## src/shared/mra_pkg.sv

```systemverilog
package mra_pkg;
    // Register byte offsets on the AXI4-Lite slave
    localparam logic [7:0] OFF_SELECT = 8'h00;
    localparam logic [7:0] OFF_BASE = 8'h04;
    localparam logic [7:0] OFF_ATTR = 8'h08;
    localparam logic [7:0] OFF_STATUS = 8'h0c;
    localparam logic [7:0] OFF_FADDR = 8'h10;
    // Attribute word field positions
    localparam int NOEXEC_BIT = 28;
    localparam int PERM_HI = 26;
    localparam int PERM_LO = 24;
    localparam int EXT_HI = 21;
    localparam int EXT_LO = 19;
    localparam int S_BIT = 18;
    localparam int C_BIT = 17;
    localparam int B_BIT = 16;
    localparam int SDIS_HI = 15;
    localparam int SDIS_LO = 8;
    localparam int SIZE_HI = 5;
    localparam int SIZE_LO = 1;
    localparam int EN_BIT = 0;
    // Writable bits of the attribute word; the rest read as zero
    localparam logic [31:0] ATTR_MASK = 32'h173f_ff3f;
    localparam logic [4:0] SIZE_MIN = 5'h04;
    localparam logic [4:0] SIZE_NOSUB_MAX = 5'h06;
    // Base register fields
    localparam int BASE_LO = 5;
    localparam int VALID_BIT = 4;
    // Fault status bits
    localparam int ST_FETCH = 0;
    localparam int ST_DATA = 1;
    localparam int ST_ADDR_VALID = 7;
    // Reset values
    localparam logic [31:0] ATTR_RST = 32'h0000_0000;
    localparam logic [26:0] BASE_RST = 27'h000_0000;
    localparam logic [7:0] STATUS_RST = 8'h00;
    localparam logic [31:0] FADDR_RST = 32'h0000_0000;
    // Bus responses
    localparam logic [1:0] RESP_OKAY = 2'h0;
    localparam logic [1:0] RESP_SLVERR = 2'h2;

    typedef enum logic [1:0] {
        MRA_STRONG = 2'b00,
        MRA_DEVICE = 2'b01,
        MRA_NORMAL = 2'b10,
        MRA_RSVD = 2'b11
    } mra_mem_t;

    // Cache policy codes, shared by inner and outer
    typedef enum logic [1:0] {
        MRA_NC = 2'b00,
        MRA_WBWA = 2'b01,
        MRA_WT = 2'b10,
        MRA_WB = 2'b11
    } mra_policy_t;
endpackage : mra_pkg

```

## src/rtl/mra_region_attr_check.sv

```systemverilog
// Summary of operation
// - Bit 28 set forbids instruction fetches
// - Access permission field at bits 26:24
// - Type extension 21:19, C 17, B 16, S 18
// - Bits 15:8 disable subregions when set
// - Size code 5:1, length two to code+1
// - Sizes 32 bytes to 4 Gbytes, min code 4
// - Bit 0 enables region for checking
// - Attributes upper half, size and enables lower
// - Disallowed access raises a permission fault
// - Extension 000 memory type decode
// - Extension 001 memory type decode
// - Extension 010 device or reserved
// - Extension 1xx: outer and inner cache policies
// - Two-bit cache policy code decode
// - Permission codes 000 to 011
// - Permission codes 100 to 111
// - Violation raises exception, records cause
// - Attribute access goes to selected region
module mra_region_attr_check #(
    parameter int NUM_REGIONS = 8
) (
    // Clock and reset
    input wire logic aclk,
    input wire logic aresetn,
    // AXI4-Lite write channels
    input wire logic [7:0] s_axi_awaddr,
    input wire logic s_axi_awvalid,
    output logic s_axi_awready,
    input wire logic [31:0] s_axi_wdata,
    input wire logic [3:0] s_axi_wstrb,
    input wire logic s_axi_wvalid,
    output logic s_axi_wready,
    output logic [1:0] s_axi_bresp,
    output logic s_axi_bvalid,
    input wire logic s_axi_bready,
    // AXI4-Lite read channels
    input wire logic [7:0] s_axi_araddr,
    input wire logic s_axi_arvalid,
    output logic s_axi_arready,
    output logic [31:0] s_axi_rdata,
    output logic [1:0] s_axi_rresp,
    output logic s_axi_rvalid,
    input wire logic s_axi_rready,
    // Access to be checked
    input wire logic acc_valid,
    input wire logic [31:0] acc_addr,
    input wire logic acc_write,
    input wire logic acc_fetch,
    input wire logic acc_priv,
    // Check result, one cycle later
    output logic chk_valid,
    output logic chk_fault,
    output mra_pkg::mra_mem_t chk_mem_type,
    output logic chk_shareable,
    output mra_pkg::mra_policy_t chk_inner,
    output mra_pkg::mra_policy_t chk_outer,
    output logic chk_impl_def,
    output logic protection_fault_exception
);
    localparam int SW = $clog2(NUM_REGIONS);
    localparam int NOEX = mra_pkg::NOEXEC_BIT;

    if (NUM_REGIONS != 8 && NUM_REGIONS != 16) begin : g_bad_regions
        $error("NUM_REGIONS must be 8 or 16");
    end

    // Register file and bus state
    logic [SW-1:0] region_select, next_region_select;
    logic [31:0] region_attr_size [NUM_REGIONS];
    logic [31:0] next_attr [NUM_REGIONS];
    logic [26:0] region_base [NUM_REGIONS];
    logic [26:0] next_base [NUM_REGIONS];
    logic [7:0] memfault_status, next_memfault_status;
    logic [31:0] fault_addr, next_fault_addr;
    logic aw_held, next_aw_held, w_held, next_w_held;
    logic [7:0] aw_addr, next_aw_addr;
    logic [31:0] w_data, next_w_data;
    logic [3:0] w_strb, next_w_strb;
    logic next_bvalid, next_rvalid;
    logic [1:0] next_bresp, next_rresp;
    logic [31:0] next_rdata;
    logic wr_go, rd_go, wr_ok;
    // Check path
    logic [NUM_REGIONS-1:0] hit, perm_ok;
    logic win_hit;
    logic [SW-1:0] win_idx;
    logic [31:0] win_attr;
    logic [2:0] ext;
    logic [1:0] cb;
    logic d_rsv, next_fault, next_exc;
    logic next_chk_valid, next_shr, next_impl;
    mra_pkg::mra_mem_t next_type;
    mra_pkg::mra_policy_t next_in, next_out;

    // One checker per region
    for (genvar i = 0; i < NUM_REGIONS; i++) begin : g_region
        mra_region_check u_chk (
            .attr(region_attr_size[i]),
            .base(region_base[i]),
            .addr(acc_addr),
            .is_write(acc_write),
            .is_priv(acc_priv),
            .hit(hit[i]),
            .perm_ok(perm_ok[i])
        );
    end

    // Highest numbered matching region wins on overlap
    always_comb begin
        win_hit = 1'b0;
        win_idx = '0;
        for (int i = 0; i < NUM_REGIONS; i++) begin
            if (hit[i]) begin
                win_hit = 1'b1;
                win_idx = SW'(i);
            end
        end
        win_attr = region_attr_size[win_idx];
    end

    // Memory type decode of the winning region
    always_comb begin
        ext = win_attr[mra_pkg::EXT_HI:mra_pkg::EXT_LO];
        cb = {win_attr[mra_pkg::C_BIT], win_attr[mra_pkg::B_BIT]};
        next_type = mra_pkg::MRA_NORMAL;
        next_shr = win_attr[mra_pkg::S_BIT];
        next_in = mra_pkg::mra_policy_t'(cb);
        next_out = mra_pkg::mra_policy_t'(cb);
        next_impl = 1'b0;
        d_rsv = 1'b0;
        if (ext[2]) begin
            next_out = mra_pkg::mra_policy_t'(ext[1:0]);
        end else begin
            unique case (ext[1:0])
                2'b00: begin
                    // Ordered types of extension 000 are always shareable
                    if (!cb[1]) begin
                        next_type = cb[0] ? mra_pkg::MRA_DEVICE : mra_pkg::MRA_STRONG;
                        next_shr = 1'b1;
                        next_in = mra_pkg::MRA_NC;
                        next_out = mra_pkg::MRA_NC;
                    end
                end
                2'b01: begin
                    unique case (cb)
                        2'b00: next_in = mra_pkg::MRA_NC;
                        2'b01: d_rsv = 1'b1;
                        2'b10: next_impl = 1'b1;
                        2'b11: next_in = mra_pkg::MRA_WBWA;
                    endcase
                    next_out = next_in;
                end
                2'b10: begin
                    next_type = mra_pkg::MRA_DEVICE;
                    next_shr = 1'b0;
                    next_in = mra_pkg::MRA_NC;
                    next_out = mra_pkg::MRA_NC;
                    d_rsv = (cb != 2'b00);
                end
                default: d_rsv = 1'b1;
            endcase
        end
        if (d_rsv) begin
            next_type = mra_pkg::MRA_RSVD;
        end
        // No match, denied permission, fetch from never-execute or bad type
        next_fault = !win_hit || !perm_ok[win_idx] || d_rsv
            || (acc_fetch && win_attr[NOEX]);
        next_chk_valid = acc_valid;
        next_exc = acc_valid && next_fault;
    end

    // Check result registers
    always_ff @(posedge aclk) begin
        if (!aresetn) begin
            chk_valid <= 1'b0;
            chk_fault <= 1'b0;
            chk_mem_type <= mra_pkg::MRA_STRONG;
            chk_shareable <= 1'b0;
            chk_inner <= mra_pkg::MRA_NC;
            chk_outer <= mra_pkg::MRA_NC;
            chk_impl_def <= 1'b0;
            protection_fault_exception <= 1'b0;
        end else begin
            chk_valid <= next_chk_valid;
            chk_fault <= next_fault && acc_valid;
            chk_mem_type <= next_type;
            chk_shareable <= next_shr;
            chk_inner <= next_in;
            chk_outer <= next_out;
            chk_impl_def <= next_impl;
            protection_fault_exception <= next_exc;
        end
    end

    // Bus handshakes; a write needs address and data both held
    assign s_axi_awready = !aw_held;
    assign s_axi_wready = !w_held;
    assign s_axi_arready = !s_axi_rvalid;
    assign wr_go = aw_held && w_held && !s_axi_bvalid;
    assign rd_go = s_axi_arvalid && s_axi_arready;
    // Registers take aligned whole words only
    assign wr_ok = (w_strb == 4'hf) && (aw_addr == mra_pkg::OFF_SELECT
        || aw_addr == mra_pkg::OFF_BASE || aw_addr == mra_pkg::OFF_ATTR
        || aw_addr == mra_pkg::OFF_STATUS);

    // Next register and bus values
    always_comb begin
        next_aw_held = aw_held;
        next_aw_addr = aw_addr;
        next_w_held = w_held;
        next_w_data = w_data;
        next_w_strb = w_strb;
        next_bvalid = s_axi_bvalid && !s_axi_bready;
        next_bresp = s_axi_bresp;
        next_rvalid = s_axi_rvalid && !s_axi_rready;
        next_rdata = s_axi_rdata;
        next_rresp = s_axi_rresp;
        next_region_select = region_select;
        next_attr = region_attr_size;
        next_base = region_base;
        next_memfault_status = memfault_status;
        next_fault_addr = fault_addr;
        if (s_axi_awvalid && !aw_held) begin
            next_aw_held = 1'b1;
            next_aw_addr = s_axi_awaddr;
        end
        if (s_axi_wvalid && !w_held) begin
            next_w_held = 1'b1;
            next_w_data = s_axi_wdata;
            next_w_strb = s_axi_wstrb;
        end
        if (wr_go) begin
            next_aw_held = 1'b0;
            next_w_held = 1'b0;
            next_bvalid = 1'b1;
            next_bresp = wr_ok ? mra_pkg::RESP_OKAY : mra_pkg::RESP_SLVERR;
            if (wr_ok && aw_addr == mra_pkg::OFF_SELECT) begin
                next_region_select = w_data[SW-1:0];
            end
            if (wr_ok && aw_addr == mra_pkg::OFF_ATTR) begin
                next_attr[region_select] = w_data & mra_pkg::ATTR_MASK;
            end
            if (wr_ok && aw_addr == mra_pkg::OFF_BASE) begin
                // A valid-marked write also moves the region selection
                if (w_data[mra_pkg::VALID_BIT]) begin
                    next_region_select = w_data[SW-1:0];
                    next_base[w_data[SW-1:0]] = w_data[31:mra_pkg::BASE_LO];
                end else begin
                    next_base[region_select] = w_data[31:mra_pkg::BASE_LO];
                end
            end
            if (wr_ok && aw_addr == mra_pkg::OFF_STATUS) begin
                next_memfault_status = memfault_status & ~w_data[7:0];
            end
        end
        // Recording after the clear so a fault in the same cycle survives
        if (acc_valid && next_fault) begin
            next_memfault_status[mra_pkg::ST_FETCH] = acc_fetch
                || next_memfault_status[mra_pkg::ST_FETCH];
            next_memfault_status[mra_pkg::ST_DATA] = !acc_fetch
                || next_memfault_status[mra_pkg::ST_DATA];
            next_memfault_status[mra_pkg::ST_ADDR_VALID] = !acc_fetch
                || next_memfault_status[mra_pkg::ST_ADDR_VALID];
            if (!acc_fetch) begin
                next_fault_addr = acc_addr;
            end
        end
        if (rd_go) begin
            next_rvalid = 1'b1;
            next_rresp = mra_pkg::RESP_OKAY;
            unique case (s_axi_araddr)
                mra_pkg::OFF_SELECT: next_rdata = 32'(region_select);
                mra_pkg::OFF_BASE: next_rdata = {region_base[region_select], 1'b0,
                    4'(region_select)};
                mra_pkg::OFF_ATTR: next_rdata = region_attr_size[region_select];
                mra_pkg::OFF_STATUS: next_rdata = {24'h00_0000, memfault_status};
                mra_pkg::OFF_FADDR: next_rdata = fault_addr;
                default: begin
                    next_rdata = 32'h0000_0000;
                    next_rresp = mra_pkg::RESP_SLVERR;
                end
            endcase
        end
    end

    // Register and bus flip-flops
    always_ff @(posedge aclk) begin
        if (!aresetn) begin
            aw_held <= 1'b0;
            aw_addr <= 8'h00;
            w_held <= 1'b0;
            w_data <= 32'h0000_0000;
            w_strb <= 4'h0;
            s_axi_bvalid <= 1'b0;
            s_axi_bresp <= mra_pkg::RESP_OKAY;
            s_axi_rvalid <= 1'b0;
            s_axi_rdata <= 32'h0000_0000;
            s_axi_rresp <= mra_pkg::RESP_OKAY;
            region_select <= '0;
            memfault_status <= mra_pkg::STATUS_RST;
            fault_addr <= mra_pkg::FADDR_RST;
            for (int i = 0; i < NUM_REGIONS; i++) begin
                region_attr_size[i] <= mra_pkg::ATTR_RST;
                region_base[i] <= mra_pkg::BASE_RST;
            end
        end else begin
            aw_held <= next_aw_held;
            aw_addr <= next_aw_addr;
            w_held <= next_w_held;
            w_data <= next_w_data;
            w_strb <= next_w_strb;
            s_axi_bvalid <= next_bvalid;
            s_axi_bresp <= next_bresp;
            s_axi_rvalid <= next_rvalid;
            s_axi_rdata <= next_rdata;
            s_axi_rresp <= next_rresp;
            region_select <= next_region_select;
            memfault_status <= next_memfault_status;
            fault_addr <= next_fault_addr;
            region_attr_size <= next_attr;
            region_base <= next_base;
        end
    end

    property p_nx_fetch;
        @(posedge aclk) disable iff (!aresetn)
        acc_valid && acc_fetch && win_hit && win_attr[NOEX] |=> chk_valid && chk_fault;
    endproperty
    a_nx_fetch: assert property (p_nx_fetch) else $error("fetch from never-execute passed");

    property p_full_access;
        @(posedge aclk) disable iff (!aresetn)
        acc_valid && win_hit && win_attr[26:24] == 3'b011 && !d_rsv && !acc_fetch
            |=> !chk_fault;
    endproperty
    a_full_access: assert property (p_full_access) else $error("full access faulted");

    property p_ro_write;
        @(posedge aclk) disable iff (!aresetn)
        acc_valid && acc_write && win_hit && win_attr[26:25] == 2'b11 |=> chk_fault;
    endproperty
    a_ro_write: assert property (p_ro_write) else $error("read-only write passed");

    property p_no_region;
        @(posedge aclk) disable iff (!aresetn)
        acc_valid && hit == '0 |=> chk_fault && memfault_status != 8'h00;
    endproperty
    a_no_region: assert property (p_no_region) else $error("unmatched access passed");

    property p_exception;
        @(posedge aclk) disable iff (!aresetn)
        protection_fault_exception == (chk_valid && chk_fault);
    endproperty
    a_exception: assert property (p_exception) else $error("exception mismatch");

    property p_rsvd_zero;
        @(posedge aclk) disable iff (!aresetn)
        (region_attr_size[region_select] & ~mra_pkg::ATTR_MASK) == 32'h0000_0000;
    endproperty
    a_rsvd_zero: assert property (p_rsvd_zero) else $error("reserved attribute bit set");

    property p_attr_write;
        @(posedge aclk) disable iff (!aresetn)
        wr_go && wr_ok && aw_addr == mra_pkg::OFF_ATTR
            |=> region_attr_size[$past(region_select)] == ($past(w_data) & mra_pkg::ATTR_MASK);
    endproperty
    a_attr_write: assert property (p_attr_write) else $error("attribute write lost");

    property p_strong;
        @(posedge aclk) disable iff (!aresetn)
        acc_valid && ext == 3'b000 && cb == 2'b00
            |=> chk_mem_type == mra_pkg::MRA_STRONG && chk_shareable;
    endproperty
    a_strong: assert property (p_strong) else $error("strongly-ordered decode wrong");

    property p_cached;
        @(posedge aclk) disable iff (!aresetn)
        acc_valid && ext[2]
            |=> chk_mem_type == mra_pkg::MRA_NORMAL && chk_inner == $past(cb)
                && chk_outer == $past(ext[1:0]);
    endproperty
    a_cached: assert property (p_cached) else $error("cached policy decode wrong");
endmodule : mra_region_attr_check

```

## src/rtl/mra_region_check.sv

```systemverilog
// Match and permission check of one region against one access
module mra_region_check (
    // Region programming
    input wire logic [31:0] attr,
    input wire logic [26:0] base,
    // Access
    input wire logic [31:0] addr,
    input wire logic is_write,
    input wire logic is_priv,
    // Result
    output logic hit,
    output logic perm_ok
);
    logic [4:0] sz;
    logic [32:0] low;
    logic [2:0] sub;
    logic [7:0] sdb;
    logic sub_off;
    logic [2:0] pm;
    logic rd_ok;
    logic wr_ok;

    // Region match, subregion gating and permission decode
    always_comb begin
        sz = attr[mra_pkg::SIZE_HI:mra_pkg::SIZE_LO];
        if (sz < mra_pkg::SIZE_MIN) begin
            sz = mra_pkg::SIZE_MIN;
        end
        // Length is 2^(size+1); 33 bits so code 31 covers the whole map
        low = (33'h1 << ({1'b0, sz} + 6'd1)) - 33'h1;
        sub = 3'(addr >> (sz - 5'd2));
        sdb = attr[mra_pkg::SDIS_HI:mra_pkg::SDIS_LO];
        // Small regions have no subregions, so a stray field is ignored
        sub_off = (sz > mra_pkg::SIZE_NOSUB_MAX) && sdb[sub];
        hit = attr[mra_pkg::EN_BIT] && !sub_off
            && (((addr ^ {base, 5'h00}) & ~low[31:0]) == 32'h0000_0000);
        pm = attr[mra_pkg::PERM_HI:mra_pkg::PERM_LO];
        unique case (pm)
            3'b000: {rd_ok, wr_ok} = 2'b00;
            3'b001: {rd_ok, wr_ok} = {is_priv, is_priv};
            3'b010: {rd_ok, wr_ok} = {1'b1, is_priv};
            3'b011: {rd_ok, wr_ok} = 2'b11;
            3'b100: {rd_ok, wr_ok} = 2'b00;
            3'b101: {rd_ok, wr_ok} = {is_priv, 1'b0};
            3'b110: {rd_ok, wr_ok} = 2'b10;
            3'b111: {rd_ok, wr_ok} = 2'b10;
        endcase
        perm_ok = is_write ? wr_ok : rd_ok;
    end
endmodule : mra_region_check

```

## config.mk

```make
export PLATFORM = sky130hd
export DESIGN_NAME = mra_region_attr_check
export DESIGN_NICKNAME = d
export VERILOG_FILES = /design/src/shared/mra_pkg.sv /design/src/rtl/mra_region_attr_check.sv /design/src/rtl/mra_region_check.sv
export SDC_FILE = /design/constraint.sdc
export NUM_CORES = 2
export LEC_CHECK = 0
export ABC_AREA = 1
export ABC_CLOCK_PERIOD_IN_PS = 6900
export BUFFER_PORTS_ARGS = -buffer_cell sky130_fd_sc_hd__buf_2
export CAP_MARGIN = 20
export CORE_AREA = 4 4 203 403
export DETAILED_ROUTE_END_ITERATION = 7
export DIE_AREA = 0 0 207 407
export GPL_TIMING_DRIVEN = 1
export PLACE_DENSITY = 0.69
export SLEW_MARGIN = 20
export SYNTH_ARGS = -nofsm -noshare
export SYNTH_HDL_FRONTEND = slang
export SYNTH_SLANG_ARGS = --single-unit
```

## constraint.sdc

```tcl
create_clock -name aclk -period 6.9 [get_ports aclk]
set_clock_uncertainty 0.05 [all_clocks]
set_input_delay 0.345 -clock aclk [delete_from_list [all_inputs] [get_ports aclk]]
set_output_delay 0.345 -clock aclk [all_outputs]
set_load 0.01 [all_outputs]
```

==> qor.log, run 1 <==
qor: run_status.failed_stage 5_1_grt
qor: placed_design.routabilityCongestion 1.23
qor: clock_network.post_cts_resized 0
qor: floorplanning.count_of_standard_cell_rows 146
qor: yosys.synth_seq_cells 543
qor: clock_network.clock_tree.buffer_depth 3
qor: clock_network.cts-buffers-inserted 51
qor: yosys.ys.warnings.count 0
qor: grt.pin_count_of_the_biggest_net_entering_global_routing 208
qor: yosys.synth_ff_type dfxtp_1
qor: yosys.synth-seq-area-share 0.263
qor: grt.gr-total-overflow 10
qor: floorplanning.die_w 207 um
qor: run_status.run_status stopped before the end
qor: floorplanning.die_y 407 um
qor: floorplanning.initial_cell_density_of_the_core 0.525
qor: grt.vias_in_the_first_global_route 53700
qor: run_status.first-error [ERROR GRT-0116] Global routing finished with congestion. Check the congestion regions in the DRC Viewer.
qor: yosys.synth-edff-count 0
qor: grt.global_route_wire_length_before_repair 397 mm
qor: floorplanning.top_level_ports 147
qor: yosys.asyncSetResetFlopFracSynth 0
qor: clock_network.htree_num_levels 2
qor: placed_design.half_perimeter_wire_length_after_detailed_placement 197 mm
qor: placed_design.numPortBuffers 144
qor: clock_network.clock_sink_count 543
qor: grt.track_usage 0.642
qor: clock_network.cts_root_buffer clkbuf_16
qor: yosys.postSynthAreaPerCell 6.04 sq um
qor: yosys.synthCells 6854
qor: yosys.yosysUniqueCellTypes 71
qor: yosys.mappedNetlistArea 41400 sq um
==> Yosys cell counts, types with 29 or more instances <==
cell type / count / share of area
nand2_1: 1451 / 0.13
nor2_1: 743 / 0.067
nand3_1: 726 / 0.088
o21ai_0: 721 / 0.087
inv_1: 698 / 0.063
dfxtp_1: 543 / 0.26
a21oi_1: 488 / 0.059
clkbuf_1: 322 / 0.029
xor2_1: 124 / 0.026
nand4_1: 115 / 0.017
o22ai_1: 106 / 0.016
a211oi_1: 98 / 0.018
o211ai_1: 85 / 0.015
nor3_1: 47 / 0.0057
nor2_2: 39 / 0.0059
buf_2: 36 / 0.0044
nand2_2: 36 / 0.0054
o2111ai_1: 32 / 0.0068
o41ai_1: 29 / 0.0061
==> logic make-up after synthesis <==
group                    synth area share
AND/OR/NAND/NOR                     0.342
AO/OA/AOI/OAI                       0.240
buffers and inverters               0.117
flip-flops                          0.263
XOR/XNOR                           0.0315
adder cells (fa/ha/maj)           0.00695
other                            0.000181
==> through the flow <==
step | worst slack, ps | area, sq um | cells | hold WS, ps | util
2_1_floorplan | 1990 | 41400 | 6862 | 362 | -
3_3_place_gp | 536 | 43400 | 7844 | 369 | 0.550
3_5_place_dp | 538 | 43400 | 7845 | 373 | 0.550
4_1_cts | 531 | 45500 | 7969 | 11.8 | 0.576
==> metal layers <==
layer,global-route usage,GRT overflow
met1,0.628,0
met2,0.892,4
met3,0.365,0
met4,0.708,6
met5,0.0409,0
==> what timing repair did <==
item / in CTS
hold buffers: 30
setup buffers: 0
hold endpoints to repair: 30
==> run 2, diff against run 1 <==
CORE_AREA = 4 4 336 338   (was 4 4 203 403)
DIE_AREA = 0 0 340 342   (was 0 0 207 407)
PLACE_DENSITY = not set   (was 0.69)
PLACE_DENSITY_LB_ADDON = 0.15   (was not set)
==> run 2 against run 1 <==
Against the previous run:
- the run now ends clean
- synthesized cell count unchanged
- synthesized area is the same
==> qor.log, run 2 <==
qor: final_layout.largest_register_ffs 216
qor: yosys.asyncSetResetFlopFracSynth 0 [unchanged]
qor: sta.max_slew.worst_pin.slew 1270 ps
qor: worst_hold_path.worstHoldStart s_axi_wdata[13]
qor: clock_network.htree_num_levels 3 [+1]
qor: drt.antenna_violating_nets_post_route 0
qor: worst_setup_path.crit_path_start_kind flop
qor: drt.detail_route.drc_violations 0
qor: sta.timing.final.max_slew_violations 0
qor: placed_design.numPortBuffers 144 [unchanged]
qor: worst_setup_path.cp_common_cell nor2_1
qor: clock_network.clk_latency 640 ps
qor: clock_network.cts-buffers-inserted 66 [+29%]
qor: final_layout.biggest_registers_after_layout region_base x216, region_attr_size x192
qor: grt.track_usage 0.415
qor: worst_setup_path.reg2reg_to fault_addr[16]$_SDFFE_PN0P_
qor: worst_setup_path.timing.critical_path.arrival 6820 ps
qor: worst_setup_path.timing.reg2reg.setup_slack 570 ps
qor: yosys.synthCells 6854 [unchanged]
qor: sta.fmax 158 MHz
qor: grt.gr-total-overflow 0
qor: worst_hold_path.worst_hold_path.num_cells 3
qor: yosys.post_synth_main_area_contributors dfxtp_1 (26%), nand2_1 (13%), nand3_1 (8.8%)
qor: drt.drt_first_iter_violations 7397
qor: floorplanning.top_level_ports 147 [unchanged]
qor: final_layout.most_common_cell_after_layout_fill_and_taps_aside nand2_1
qor: worst_setup_path.cp_data_required_time 7390 ps
qor: clock_network.tritoncts yes
qor: yosys.synth_ff_type dfxtp_1
qor: yosys.post-synth-top-count-cell nand2_1
qor: worst_hold_path.timing.hold.worst_endpoint w_data[13]$_SDFFE_PN0P_
qor: grt.vias_in_the_first_global_route 47100
qor: drt.viasPerCell 6.12
qor: final_layout.layout.core_utilization 0.420
qor: worst_setup_path.worst_r2r_path_depth 37
qor: sta.hold_viol 0
qor: clock_network.cts_root_buffer clkbuf_16
qor: yosys.yosys.area.top_type_share 0.263 [unchanged]
qor: placed_design.routabilityCongestion 1.12 [-8.8%]
qor: final_layout.layout.cells.most_common_list nand2_1 (1448), nor2_1 (728), nand3_1 (726)
qor: drt.drt-pass1-iter-count 7
qor: yosys.synth-edff-count 0 [unchanged]
qor: yosys.postSynthAreaPerCell 6.04 sq um [unchanged]
qor: final_layout.synthToLayoutAreaGrowth 11.6%
qor: floorplanning.die_y 342 um [-16%]
qor: sta.finalCritPeriodShare 0.917
qor: clock_network.clock_sink_count 543 [unchanged]
qor: drt.detailroute.via_count 51500
qor: pwr.p_leak 20.3 nW
qor: worst_setup_path.worstSetupStartpoint region_attr_size[229]$_SDFFE_PN0P_
qor: yosys.synth_seq_cells 543 [unchanged]
qor: worst_setup_path.r2r_start region_attr_size[229]$_SDFFE_PN0P_
qor: yosys.mappedNetlistArea 41400 sq um [unchanged]
qor: worst_setup_path.worstSetupEndpointType flop
qor: floorplanning.die_w 340 um [+64%]
qor: sta.timing.final.crit_period 6330 ps
qor: clock_network.clock_tree.buffer_depth 3 [unchanged]
qor: worst_setup_path.worst_path_max_delay_cell dfxtp_1
qor: grt.pin_count_of_the_biggest_net_entering_global_routing 178
qor: flow_run.max_cap_viol_count 0
qor: floorplanning.initial_cell_density_of_the_core 0.376 [-0.148]
qor: pwr.power_per_cell_area 173 nW/um^2
qor: worst_setup_path.cp_num_cells 37
qor: grt.number_of_antenna_violations_at_the_first_check_in_global_routing 15
qor: final_layout.layout.nets 6978
qor: run_status.run_status completed
qor: floorplanning.placeableCoreArea 110000 sq um
qor: drt.routed_wl 253 mm
qor: drt.routed_wire_length_per_instance 30.1 um
qor: worst_hold_path.holdCritPathClass input pin to flop
qor: yosys.netlist_top_cells_count nand2_1 (1451), nor2_1 (743), nand3_1 (726)
qor: yosys.synth-seq-area-share 0.263 [unchanged]
qor: worst_setup_path.worstPathBufferInverterCount 7
qor: worst_setup_path.worstSetupPathType flop to flop
qor: sta.timing.max_slew.rel_slack 0.141
qor: final_layout.max_flop_register region_base
qor: final_layout.drive_above_1_share 0.0948
qor: sta.setup_violations 0
qor: worst_setup_path.path_max_fanout 26
qor: pwr.irDropWorstVdd 183 uV
qor: clock_network.clkTransAtPathRegs 60 ps
qor: placed_design.half_perimeter_wire_length_after_detailed_placement 185 mm [-5.7%]
qor: sta.rsz0062_at_grt false
qor: grt.global_route_wire_length_before_repair 350 mm
qor: floorplanning.floorplan.die_area 116000 sq um
qor: floorplanning.count_of_standard_cell_rows 122 [-16%]
qor: worst_setup_path.cp_delay_by_family_top simple AND/OR/NAND/NOR gates
qor: sta.tns 0 ps
qor: worst_setup_path.slowest_delay 540 ps
qor: yosys.yosysUniqueCellTypes 71 [unchanged]
qor: yosys.ys.warnings.count 0 [unchanged]
qor: yosys.synth_top_cell_by_area dfxtp_1
## run 2: cell counts after synthesis
No cell type changed its count.
## run 2: metal layers
| layer | vias up | part of all wire | track usage |
|---|---|---|---|
| met2 | 3640 | 0.40 | 0.603 |
| met5 | - | 0.000095 | 0 |
| met3 | 1011 | 0.13 | 0.139 |
| met4 | 4 | 0.093 | 0.309 |
| li1 | 23000 | - | - |
| met1 | 23800 | 0.37 | 0.509 |
## run 2: cells by family (layout without fill, tap and decap cells)
logic type / count (synthesis) / in the layout / share of synthesized area
AOI/OAI and AO/OA: 1728 / 1728 / 0.240
xor gates and xnor gates: 144 / 144 / 0.0315
adders and majority gates: 23 / 23 / 0.00695
buffers and inverters: 1166 / 1210 / 0.117
DFF: 543 / 543 / 0.263
other: 2 / 21 / 0.000181
and+or+nand+nor: 3248 / 3248 / 0.342
## run 2: layout make-up
cell class / instances / area [sq um]
multi-input combinational: 5153 / 25900
clock inverter: 26 / 362
inverter: 737 / 2790
clock buffer: 88 / 1880
sequential: 543 / 10900
tap: 1488 / 1860
antenna: 11 / 27.5
fill: 12000 / 63900
timing repair buffer: 359 / 2490
## run 2: stage by stage
step,std cells,worst slack [ps],area [sq um],power (W),hold slack [ps]
6_report,8405,570,46200,0.00800,23.1
5_1_grt,8396,40.1,46200,0.00815,44.2
4_1_cts,8393,634,46200,0.00794,1.37
3_5_place_dp,8245,674,43600,0.00424,373
3_3_place_gp,8244,582,43500,0.00424,372
2_1_floorplan,6862,1990,41400,0.00375,362
## run 2: what timing repair did
action / in CTS / in global routing
endpoints found under the hold margin: 35 / 0
setup buffers: 0 / 1
gates resized for setup: 0 / 1
endpoints found under the setup margin: 0 / 12
hold buffers: 34 / 0
## run 2: worst max-delay path by stage
stage	endpoint	slack (ps)
after global placement	fault_addr[21]$_SDFFE_PN0P_	580
after detailed placement	fault_addr[8]$_SDFFE_PN0P_	670
after global routing	fault_addr[16]$_SDFFE_PN0P_	40
after CTS	fault_addr[14]$_SDFFE_PN0P_	630
after floorplan	fault_addr[20]$_SDFFE_PN0P_	1990
final	fault_addr[16]$_SDFFE_PN0P_	570
## run 2: power breakdown
group	leakage [nW]	switching [W]	internal, W
combinational	14.8	0.000759	0.000241
clock	1.10	0.00156	0.00219
sequential	4.40	0.0000672	0.00319
total	20.3	0.00239	0.00561
## run 2: worst register-to-register path, delay by kind of cell, from the launching register on
kind / cells / cell delay (ps)
fa+ha+maj: 2 / 470
flops: 1 / 540
simple gates: 26 / 3750
compound gates: 2 / 300
buf+inv: 7 / 1120
(Power assumes the default switching activity.)
